$ cat src/design/ssp_map.vh
/*
  Constants for the synthesizer serial program port: word layout,
  addresses, field positions, reset values and postscaler codes.
  Assumes it is included by bare name after `timescale in each file.
*/
// Notes on behaviour
// - 24-bit words arrive LSB first on serial clock.
// - Strobe rising edge commits holding word by address.
// - Each word commits alone; others stay unchanged.
// - Main word commit starts main speed-up interval.
// - Bits 23:22 address; 00 main, 01/10 aux, 11 device.
// - Main word: swallow 5, count 11, duration 6.
// - Aux-1 word: swallow, count, main ratio, shared duration.
// - Aux-2 word: swallow, count, aux ratio, three postscalers.
// - Device word: ref divider, enables, lock select, test.
// - Main divides by 32 times count plus swallow.
// - Main speed-up lasts twice duration postscaled reference periods.
// - Aux-1 divides by 8 times count plus swallow.
// - Aux speed-up lasts twice shared duration periods.
// - Each aux loop has its own speed-up counter.
// - Aux-2 divides by 8 times count plus swallow.
// - Postscaler codes divide reference by 1, 2, 4, 8.
// - Reference counter divides oscillator by divider value.
// - Section powered while its enable bit is one.
// - Main value and aux enables apply on reference pulse.
// - Aux speed-up starts only on enable zero-to-one.
// - Speed-up counters count down, release at zero.
`ifndef SSP_MAP_VH
`define SSP_MAP_VH
`define SSP_WORD_W     24
`define SSP_ADDR       23:22
`define SSP_DATA       21:0
`define SSP_ADDR_MAIN  2'h0
`define SSP_ADDR_AUX1  2'h1
`define SSP_ADDR_AUX2  2'h2
`define SSP_ADDR_DEV   2'h3
`define SSP_MAIN_DUR   21:16
`define SSP_MAIN_CNT   15:5
`define SSP_MAIN_SWL   4:0
`define SSP_AUX_DUR    21:16
`define SSP_AUX_RATIO  15:14
`define SSP_AUX_CNT    13:3
`define SSP_AUX_SWL    2:0
`define SSP_POST_AUX2  21:20
`define SSP_POST_AUX1  19:18
`define SSP_POST_MAIN  17:16
`define SSP_DEV_TEST   21:16
`define SSP_DEV_LOCK   15:14
`define SSP_DEV_PWR_A2 13
`define SSP_DEV_PWR_A1 12
`define SSP_DEV_PWR_M  11
`define SSP_DEV_REFDIV 10:0
`define SSP_MAIN_CONTIG 11'h01f
`define SSP_AUX_CONTIG  11'h007
`define SSP_RST_REFDIV  11'h001
`define SSP_POST_DIV1  2'h0
`define SSP_POST_DIV2  2'h1
`define SSP_POST_DIV4  2'h2
`define SSP_POST_DIV8  2'h3
`define SSP_POST_LIM1  3'h0
`define SSP_POST_LIM2  3'h1
`define SSP_POST_LIM4  3'h3
`define SSP_POST_LIM8  3'h7
`endif

$ cat src/design/ssp_postscale.v
/*
  Reference postscaler: passes every 1st, 2nd, 4th or 8th tick.
  Assumes tick_in is a one-cycle pulse on the system clock.
*/
`timescale 1ns/1ns
`default_nettype none
`include "ssp_map.vh"
module ssp_postscale (
  input  wire       clk_in,
  input  wire       rst_in,
  input  wire       tick_in,
  input  wire [1:0] sel_in,
  output reg        pulse_out
);
  reg [2:0] cnt;
  reg [2:0] limit;

  // Select decode to terminal count
  always @* begin
    case (sel_in)
      `SSP_POST_DIV1: limit = `SSP_POST_LIM1;
      `SSP_POST_DIV2: limit = `SSP_POST_LIM2;
      `SSP_POST_DIV4: limit = `SSP_POST_LIM4;
      default:        limit = `SSP_POST_LIM8;
    endcase
  end

  // Count ticks; a shrinking select wraps at once, never stalls
  always @(posedge clk_in or posedge rst_in) begin
    if (rst_in) begin
      cnt       <= 3'h0;
      pulse_out <= 1'b0;
    end else begin
      pulse_out <= 1'b0;
      if (tick_in) begin
        if (cnt >= limit) begin
          cnt       <= 3'h0;
          pulse_out <= 1'b1;
        end else begin
          cnt <= cnt + 3'h1;
        end
      end
    end
  end
endmodule
`default_nettype wire

$ cat src/design/ssp_speedup.v
/*
  Speed-up down-counter for one loop: loaded with twice the duration,
  counts phase-detector reference ticks, active until zero.
  Assumes load_in and tick_in are one-cycle pulses.
*/
`timescale 1ns/1ns
`default_nettype none
`include "ssp_map.vh"
module ssp_speedup #(
  parameter W = 7
) (
  input  wire         clk_in,
  input  wire         rst_in,
  input  wire         enable_in,
  input  wire         load_in,
  input  wire [W-1:0] load_value_in,
  input  wire         tick_in,
  output reg          active_out
);
  reg [W-1:0] count;
  reg [W-1:0] next_count;

  // Powered-down section holds no speed-up state
  always @* begin
    next_count = count;
    if (!enable_in)
      next_count = {W{1'b0}};
    else if (load_in)
      next_count = load_value_in;
    else if (tick_in && (count != {W{1'b0}}))
      next_count = count - {{(W-1){1'b0}}, 1'b1};
  end

  // Active flag registered so it is glitch free
  always @(posedge clk_in or posedge rst_in) begin
    if (rst_in) begin
      count      <= {W{1'b0}};
      active_out <= 1'b0;
    end else begin
      count      <= next_count;
      active_out <= (next_count != {W{1'b0}});
    end
  end
endmodule
`default_nettype wire

$ cat src/design/ssp_serial_port.v
/*
  Serial program port and control-word bank of a triple synthesizer:
  shift register, strobe commit, reference divider, postscalers and
  speed-up counters. Assumes serial pins and the reference oscillator
  are asynchronous and far slower than the 50 MHz system clock.
*/
`timescale 1ns/1ns
`default_nettype none
`include "ssp_map.vh"
module ssp_serial_port (
  // System clock and asynchronous reset
  input  wire        CLK_SYS_IN,
  input  wire        SYS_RST_IN,
  // Serial link and reference oscillator pins, all asynchronous
  input  wire        SER_CLK_IN,
  input  wire        SER_DATA_IN,
  input  wire        SER_STROBE_IN,
  input  wire        REF_OSC_IN,
  // Applied divider totals and contiguity flags
  output reg  [15:0] MAIN_DIVIDE_OUT,
  output reg         MAIN_CONTIG_OUT,
  output reg  [13:0] AUX1_DIVIDE_OUT,
  output reg         AUX1_CONTIG_OUT,
  output reg  [13:0] AUX2_DIVIDE_OUT,
  output reg         AUX2_CONTIG_OUT,
  // Current ratios and postscaler selects
  output reg  [1:0]  MAIN_RATIO_OUT,
  output reg  [1:0]  AUX_RATIO_OUT,
  output reg  [1:0]  MAIN_POST_OUT,
  output reg  [1:0]  AUX1_POST_OUT,
  output reg  [1:0]  AUX2_POST_OUT,
  // Device-wide fields
  output reg  [10:0] REF_DIVIDE_OUT,
  output reg         MAIN_POWER_OUT,
  output reg         AUX1_POWER_OUT,
  output reg         AUX2_POWER_OUT,
  output reg  [1:0]  LOCK_SEL_OUT,
  output reg  [5:0]  TEST_FIELD_OUT,
  // Reference pulses and speed-up levels
  output reg         REF_TICK_OUT,
  output wire        MAIN_PD_REF_OUT,
  output wire        AUX1_PD_REF_OUT,
  output wire        AUX2_PD_REF_OUT,
  output wire        MAIN_SPEEDUP_OUT,
  output wire        AUX1_SPEEDUP_OUT,
  output wire        AUX2_SPEEDUP_OUT
);
  // Pin positions in the synchroniser vectors
  localparam SCK = 0;
  localparam SDA = 1;
  localparam STB = 2;
  localparam OSC = 3;

  // Divide total: main modulus is 32, so the sum is a concatenation
  function [15:0] main_total;
    input [10:0] cnt;
    input [4:0]  swl;
    begin
      main_total = {cnt, swl};
    end
  endfunction

  // Divide total: aux modulus is 8, used by both auxiliary loops
  function [13:0] aux_total;
    input [10:0] cnt;
    input [2:0]  swl;
    begin
      aux_total = {cnt, swl};
    end
  endfunction

  // Contiguity test: main needs a count of at least 31
  function main_contig;
    input [10:0] cnt;
    begin
      main_contig = (cnt >= `SSP_MAIN_CONTIG);
    end
  endfunction

  // Contiguity test shared by both auxiliary loops
  function aux_contig;
    input [10:0] cnt;
    begin
      aux_contig = (cnt >= `SSP_AUX_CONTIG);
    end
  endfunction

  // Speed-up start: applied enable low, pending enable high
  function enable_step;
    input applied;
    input pending;
    begin
      enable_step = ~applied & pending;
    end
  endfunction

  // Synchroniser stages and holding register
  reg  [3:0]  meta;
  reg  [3:0]  sync;
  reg  [3:0]  sync_d;
  reg  [23:0] hold;

  // Words waiting for a reference pulse
  reg  [21:0] main_pend;
  reg         main_pend_vld;
  reg  [21:0] dev_pend;
  reg         dev_pend_vld;

  // Applied durations, speed-up load pulses and reference count
  reg  [5:0]  main_dur;
  reg  [5:0]  aux_dur;
  reg         main_load;
  reg         aux1_load;
  reg         aux2_load;
  reg  [10:0] ref_cnt;

  // Decoded events
  wire        sck_rise;
  wire        stb_rise;
  wire        osc_rise;
  wire [1:0]  addr;
  wire        ref_tick;

  // Two-stage synchronisers plus a delayed copy for edge detection; the first stage is never looked at
  always @(posedge CLK_SYS_IN or posedge SYS_RST_IN) begin
    if (SYS_RST_IN) begin
      meta   <= 4'h0;
      sync   <= 4'h0;
      sync_d <= 4'h0;
    end else begin
      meta   <= {REF_OSC_IN, SER_STROBE_IN, SER_DATA_IN, SER_CLK_IN};
      sync   <= meta;
      sync_d <= sync;
    end
  end

  // Edge detectors on the synchronised copies
  assign sck_rise = sync[SCK] & ~sync_d[SCK];
  assign stb_rise = sync[STB] & ~sync_d[STB];
  assign osc_rise = sync[OSC] & ~sync_d[OSC];
  assign addr     = hold[`SSP_ADDR];

  // Holding register, LSB first: new bits enter at the top
  always @(posedge CLK_SYS_IN or posedge SYS_RST_IN) begin
    if (SYS_RST_IN) begin
      hold <= 24'h000000;
    end else if (sck_rise) begin
      hold <= {sync[SDA], hold[23:1]};
    end
  end

  // Aux words act at once; their loops only matter when powered
  always @(posedge CLK_SYS_IN or posedge SYS_RST_IN) begin
    if (SYS_RST_IN) begin
      AUX1_DIVIDE_OUT <= 14'h0000;
      AUX1_CONTIG_OUT <= 1'b0;
      AUX2_DIVIDE_OUT <= 14'h0000;
      AUX2_CONTIG_OUT <= 1'b0;
      MAIN_RATIO_OUT  <= 2'h0;
      AUX_RATIO_OUT   <= 2'h0;
      MAIN_POST_OUT   <= `SSP_POST_DIV1;
      AUX1_POST_OUT   <= `SSP_POST_DIV1;
      AUX2_POST_OUT   <= `SSP_POST_DIV1;
      aux_dur         <= 6'h00;
    end else if (stb_rise) begin
      // Auxiliary-1 word: coefficients, main ratio, shared duration
      if (addr == `SSP_ADDR_AUX1) begin
        AUX1_DIVIDE_OUT <= aux_total(hold[`SSP_AUX_CNT],
                                     hold[`SSP_AUX_SWL]);
        AUX1_CONTIG_OUT <= aux_contig(hold[`SSP_AUX_CNT]);
        MAIN_RATIO_OUT  <= hold[`SSP_AUX_RATIO];
        aux_dur         <= hold[`SSP_AUX_DUR];
      end
      // Auxiliary-2 word: coefficients, aux ratio, postscalers
      if (addr == `SSP_ADDR_AUX2) begin
        AUX2_DIVIDE_OUT <= aux_total(hold[`SSP_AUX_CNT],
                                     hold[`SSP_AUX_SWL]);
        AUX2_CONTIG_OUT <= aux_contig(hold[`SSP_AUX_CNT]);
        AUX_RATIO_OUT   <= hold[`SSP_AUX_RATIO];
        MAIN_POST_OUT   <= hold[`SSP_POST_MAIN];
        AUX1_POST_OUT   <= hold[`SSP_POST_AUX1];
        AUX2_POST_OUT   <= hold[`SSP_POST_AUX2];
      end
    end
  end

  // Main and device words wait for a reference pulse; a new
  // commit in the apply cycle stays pending, so none is lost
  always @(posedge CLK_SYS_IN or posedge SYS_RST_IN) begin
    if (SYS_RST_IN) begin
      main_pend     <= 22'h000000;
      main_pend_vld <= 1'b0;
      dev_pend      <= 22'h000000;
      dev_pend_vld  <= 1'b0;
    end else begin
      // Main word pending
      if (stb_rise && addr == `SSP_ADDR_MAIN) begin
        main_pend     <= hold[`SSP_DATA];
        main_pend_vld <= 1'b1;
      end else if (ref_tick) begin
        main_pend_vld <= 1'b0;
      end
      // Device word pending
      if (stb_rise && addr == `SSP_ADDR_DEV) begin
        dev_pend     <= hold[`SSP_DATA];
        dev_pend_vld <= 1'b1;
      end else if (ref_tick) begin
        dev_pend_vld <= 1'b0;
      end
    end
  end

  // Apply main word on the reference pulse, then fire speed-up
  always @(posedge CLK_SYS_IN or posedge SYS_RST_IN) begin
    if (SYS_RST_IN) begin
      MAIN_DIVIDE_OUT <= 16'h0000;
      MAIN_CONTIG_OUT <= 1'b0;
      main_dur        <= 6'h00;
      main_load       <= 1'b0;
    end else begin
      main_load <= 1'b0;
      if (ref_tick && main_pend_vld) begin
        MAIN_DIVIDE_OUT <= main_total(main_pend[`SSP_MAIN_CNT],
                                      main_pend[`SSP_MAIN_SWL]);
        MAIN_CONTIG_OUT <= main_contig(main_pend[`SSP_MAIN_CNT]);
        main_dur        <= main_pend[`SSP_MAIN_DUR];
        main_load       <= 1'b1;
      end
    end
  end

  // Apply device word on the reference pulse
  always @(posedge CLK_SYS_IN or posedge SYS_RST_IN) begin
    if (SYS_RST_IN) begin
      REF_DIVIDE_OUT <= `SSP_RST_REFDIV;
      MAIN_POWER_OUT <= 1'b0;
      AUX1_POWER_OUT <= 1'b0;
      AUX2_POWER_OUT <= 1'b0;
      LOCK_SEL_OUT   <= 2'h0;
      TEST_FIELD_OUT <= 6'h00;
    end else if (ref_tick && dev_pend_vld) begin
      REF_DIVIDE_OUT <= dev_pend[`SSP_DEV_REFDIV];
      MAIN_POWER_OUT <= dev_pend[`SSP_DEV_PWR_M];
      AUX1_POWER_OUT <= dev_pend[`SSP_DEV_PWR_A1];
      AUX2_POWER_OUT <= dev_pend[`SSP_DEV_PWR_A2];
      LOCK_SEL_OUT   <= dev_pend[`SSP_DEV_LOCK];
      TEST_FIELD_OUT <= dev_pend[`SSP_DEV_TEST];
    end
  end

  // Aux speed-up only on a zero-to-one enable step at apply time;
  // registered like the main load, so the detector pulse of the
  // applying tick is not counted and the interval is full length
  always @(posedge CLK_SYS_IN or posedge SYS_RST_IN) begin
    if (SYS_RST_IN) begin
      aux1_load <= 1'b0;
      aux2_load <= 1'b0;
    end else begin
      aux1_load <= ref_tick & dev_pend_vld
                 & enable_step(AUX1_POWER_OUT, dev_pend[`SSP_DEV_PWR_A1]);
      aux2_load <= ref_tick & dev_pend_vld
                 & enable_step(AUX2_POWER_OUT, dev_pend[`SSP_DEV_PWR_A2]);
    end
  end

  // Reference counter on oscillator rising edges; value 0 acts as 2048
  always @(posedge CLK_SYS_IN or posedge SYS_RST_IN) begin
    if (SYS_RST_IN) begin
      ref_cnt      <= 11'h000;
      REF_TICK_OUT <= 1'b0;
    end else begin
      REF_TICK_OUT <= 1'b0;
      if (osc_rise) begin
        if (ref_cnt >= REF_DIVIDE_OUT - 11'h001) begin
          ref_cnt      <= 11'h000;
          REF_TICK_OUT <= 1'b1;
        end else begin
          ref_cnt <= ref_cnt + 11'h001;
        end
      end
    end
  end

  // Internal name for the registered reference pulse
  assign ref_tick = REF_TICK_OUT;

  // One postscaler per loop
  ssp_postscale u_post_main (
    .clk_in    (CLK_SYS_IN),
    .rst_in    (SYS_RST_IN),
    .tick_in   (ref_tick),
    .sel_in    (MAIN_POST_OUT),
    .pulse_out (MAIN_PD_REF_OUT)
  );

  ssp_postscale u_post_aux1 (
    .clk_in    (CLK_SYS_IN),
    .rst_in    (SYS_RST_IN),
    .tick_in   (ref_tick),
    .sel_in    (AUX1_POST_OUT),
    .pulse_out (AUX1_PD_REF_OUT)
  );

  ssp_postscale u_post_aux2 (
    .clk_in    (CLK_SYS_IN),
    .rst_in    (SYS_RST_IN),
    .tick_in   (ref_tick),
    .sel_in    (AUX2_POST_OUT),
    .pulse_out (AUX2_PD_REF_OUT)
  );

  // Main speed-up needs main power applied by the same reference pulse or earlier
  ssp_speedup #(.W(7)) u_spd_main (
    .clk_in        (CLK_SYS_IN),
    .rst_in        (SYS_RST_IN),
    .enable_in     (MAIN_POWER_OUT),
    .load_in       (main_load),
    .load_value_in ({main_dur, 1'b0}),
    .tick_in       (MAIN_PD_REF_OUT),
    .active_out    (MAIN_SPEEDUP_OUT)
  );

  // Shared duration, separate counters per aux loop
  ssp_speedup #(.W(7)) u_spd_aux1 (
    .clk_in        (CLK_SYS_IN),
    .rst_in        (SYS_RST_IN),
    .enable_in     (AUX1_POWER_OUT),
    .load_in       (aux1_load),
    .load_value_in ({aux_dur, 1'b0}),
    .tick_in       (AUX1_PD_REF_OUT),
    .active_out    (AUX1_SPEEDUP_OUT)
  );

  ssp_speedup #(.W(7)) u_spd_aux2 (
    .clk_in        (CLK_SYS_IN),
    .rst_in        (SYS_RST_IN),
    .enable_in     (AUX2_POWER_OUT),
    .load_in       (aux2_load),
    .load_value_in ({aux_dur, 1'b0}),
    .tick_in       (AUX2_PD_REF_OUT),
    .active_out    (AUX2_SPEEDUP_OUT)
  );
endmodule
`default_nettype wire

$ cat config.mk
export PLATFORM = sky130hd
export DESIGN_NAME = ssp_serial_port
export DESIGN_NICKNAME = d
export VERILOG_FILES = /design/src/design/ssp_postscale.v /design/src/design/ssp_speedup.v /design/src/design/ssp_serial_port.v
export VERILOG_INCLUDE_DIRS = /design/src /design/src/design
export SDC_FILE = /design/constraint.sdc
export NUM_CORES = 1
export LEC_CHECK = 0
export ABC_AREA = 1
export ABC_CLOCK_PERIOD_IN_PS = 10870
export BUFFER_PORTS_ARGS = -buffer_cell sky130_fd_sc_hd__buf_2
export CORE_UTILIZATION = 60
export DETAILED_ROUTE_END_ITERATION = 8
export GPL_TIMING_DRIVEN = 0
export PLACE_DENSITY = 0.87
export RECOVER_POWER = 100
export SYNTH_ARGS = -nofsm -noshare
export SYNTH_HDL_FRONTEND = slang
export SYNTH_HIERARCHICAL = 1
export SYNTH_SLANG_ARGS = --single-unit
$ cat constraint.sdc
create_clock -name CLK_SYS_IN -period 10.87 [get_ports CLK_SYS_IN]
set_input_delay 1.087 -clock CLK_SYS_IN [delete_from_list [all_inputs] [get_ports CLK_SYS_IN]]
set_output_delay 1.087 -clock CLK_SYS_IN [all_outputs]
set_load 0.1 [all_outputs]
==> flow_summary_export.csv <==
group,metric,value,unit
cells_and_area,drive_above_1_share,7.094,%
yosys,syn-cell-area,10400,um^2
yosys,yosys_warnings,6,
cts,post-cts-setup-buffers,0,
timing,slew_viol_final,58,
cells_and_area,postLayoutCellArea,11520,um^2
cts,cts_buffer_depth,3,
yosys,syn_area_per_cell,8.747,um^2
critical_path,cp_slowest_stage_delay,950,ps
drt,drc,0,
pwr,vdd.ir_drop.worst,0.1445,mV
yosys,synth.most_common_cell,"nand2_1",
timing,hold_viol,0,
timing,fin_crit,3489,ps
yosys,synth_top_area_cell,"dfrtp_1",
cts,cts_resized,0,
placement,dpl-instance-area,11170,um^2
global_route,antenna_found_initial,0,
outcome,status,"finished, violations left",
timing,setup_viol,0,
drt,viasPerCell,5.381,
cells_and_area,nets,1345,
placement,pre_cts_slack,8312,ps
cells_and_area,register_area,5582,um^2
cts,cts_hold_buf,0,
yosys,synth_ff_type,"dfrtp_1",
timing,setup_tns,0,ps
pwr,power_density,182.1,nW/um^2
placement,place_inst,1503,
timing,fin_skew,20.36,ps
drt,drt-total-wl,24090,um
cells_and_area,utilization,68.73,%
cts,path_clk_slew,60,ps
drt,wl_per_cell,15.59,um
outcome,violations,"capacitance limit, slew limit",
critical_path,cp_max_fo,26,
critical_path,cp_data_arrival_time,2400,ps
timing,timing.fmax,0.2866,GHz
critical_path,r2r_setup_slack,8120,ps
global_route,grt_start_max_net_pins,131,
cts,clock_sinks,223,
yosys,synth_seq_cells,223,
placement,dp_hpwl,16740,um
floorplan,rows,47,
drt,antenna_left,0,
critical_path,cp_cell_sequence,"clkbuf_1",
timing,holdWs,343.3,ps
floorplan,core,16760,um^2
cells_and_area,nFillCells,1315,
critical_path,crit_slowest_cell,"dfrtp_1",
timing,worst_pin_slew,2585,ps
drt,vias,8314,
yosys,synth_area_leaders,"dfrtp_1 53%, nand2_1 14%, inv_1 5.3%, o21ai_0 4.3%, ha_1 3.7%",
cells_and_area,syn_to_final_growth,10.77,%
floorplan,pin_count,92,
yosys,netlist_instances,1189,
global_route,overflow,0,
yosys,synth_top_cells_by_count,"397 x nand2_1, 222 x dfrtp_1, 146 x inv_1",
drt,drt_first_pass_iters,8,
critical_path,crit_type,"reg2out",
critical_path,start_kind,"flip-flop",
critical_path,crit_buf_inv,1,
job,drv_cap,1,
placement,portBuffers,91,
cells_and_area,final-instance-count-excl-fill,1545,
cts,cts_tree,"yes",
floorplan,start_util,62.05,%
global_route,grt_pass1_wl,39900,um
floorplan,die_w,133.7,um
min_path,hp-class,"reg2reg",
cts,clkLatencyLatePin,530,ps
cells_and_area,n_antenna_cell,0,
critical_path,cpLargestDelayFamily,"flip-flops",
cts,cts.htree.levels,1,
cts,cts_root_buffer,"clkbuf_16",
critical_path,end_kind,"primary output",
critical_path,critPathRequiredTime,9780,ps
pwr,finalPower,2.097,mW
cells_and_area,multi_input_area,3777,um^2
global_route,first_global_vias,8095,
yosys,ys_types,37,
yosys,synth-edff-count,0,
yosys,synth_seq_area_share,53.67,%
floorplan,die_h,133.7,um
placement,gp_congestion,0.8750,
global_route,grtUsageTotal,28.33,%
timing,post-route-period-util,32.10,%
timing,fin_ws,7381,ps
timing,slew-limit-headroom,-73.29,%
cts,numCtsBuffers,23,
drt,drt_iter0_markers,627,
floorplan,fp.dieArea,17860,um^2
timing,rsz0062_at_grt,"no",
yosys,async_reset_ff_share,100.0,%
pwr,total_leakage_power,6.163,nW
yosys,synth.top_cell.area_share,53.42,%
-- flip-flops by register name (all words and copies together), names as in the netlist, 3 cells and up --
register / cells
AUX1_DIVIDE_OUT: 14
AUX2_DIVIDE_OUT: 14
MAIN_DIVIDE_OUT: 16
REF_DIVIDE_OUT: 11
TEST_FIELD_OUT: 6
aux_dur: 6
dev_pend: 22
hold: 24
main_dur: 6
main_pend: 22
meta: 4
ref_cnt: 11
sync: 4
sync_d: 3
u_post_aux1/cnt: 3
u_post_aux2/cnt: 3
u_post_main/cnt: 3
u_spd_aux1/count: 7
u_spd_aux2/count: 7
u_spd_main/count: 7
-- cell usage in the layout, fill, tap and decap left out, types with 2 or more instances in the layout --
cell,netlist,routed
nor2_1,52,54
o21ai_2,41,8
nand2_2,17,17
o21bai_2,2,2
clkinvlp_2,0,2
xor2_1,16,16
clkbuf_8,0,5
nand2_1,397,400
clkbuf_16,0,23
inv_1,146,147
conb_1,1,3
buf_4,3,3
a21oi_1,24,28
nor3_1,2,4
xnor2_1,4,4
dfrtp_1,222,222
clkinv_1,0,3
clkbuf_1,13,121
clkinv_4,0,3
o21ai_1,14,4
nor2_2,2,2
nor2_4,7,5
buf_2,10,5
buf_6,8,2
nand3_1,38,42
or2_2,3,3
o21ai_0,90,133
a21oi_2,7,3
nor4_1,3,3
or2_1,3,3
inv_2,7,2
clkinv_2,0,2
nand4_1,11,11
ha_1,31,31
-- power breakdown --
| part | total, mW | leakage [nW] | internal [mW] | switching [mW] |
|---|---|---|---|---|
| clock | 0.782 | 0.371 | 0.454 | 0.328 |
| sequential | 0.966 | 3.04 | 0.902 | 0.0642 |
| combinational | 0.349 | 2.75 | 0.0704 | 0.279 |
-- worst reg2reg max path: cells and delay by family (launching register included) --
kind / cells / cell delay (ps)
simple gates: 7 / 650
flops: 1 / 570
fa+ha+maj: 2 / 570
buf+inv: 3 / 530
compound gates: 1 / 140
xor+xnor: 1 / 160
-- per-layer routing --
| layer | part of all wire, % | GRT usage, % |
|---|---|---|
| met5 | 0 | 0 |
| met4 | 2.2 | 8.712 |
| met3 | 5.5 | 4.452 |
| met2 | 50 | 48.64 |
| met1 | 42 | 37.13 |
-- cell type report --
type,instances,area share (%)
buffer,34,1.347
clock buffer,34,5.789
clock inverter,8,0.8146
inverter,156,5.170
multi-input combinational,778,32.79
sequential,223,48.45
tap,220,2.389
timing repair buffer,92,3.248
-- cells by family after synthesis --
logic type	Yosys count	synth area share, %
xor gates and xnor gates	20	1.684
AOI/OAI and AO/OA	179	10.48
DFF	223	53.67
and+or+nand+nor	545	22.62
other	1	0.03606
adders and majority gates	31	3.730
buffers and inverters	190	7.784
-- worst paths after layout --
kind / startpoint / to / cells after the start
max: REF_TICK_OUT / REF_TICK_OUT / 1
min: meta[3] / sync[3] / 0
max reg2reg: REF_DIVIDE_OUT[0] / ref_cnt[3] / 14
min reg2reg: meta[3] / sync[3] / 0
max in group asynchronous: SYS_RST_IN / aux_dur[2] / 3
min in group asynchronous: SYS_RST_IN / u_post_aux1/pulse_out / 2
No activity file was read; power rests on OpenSTA's default activity.
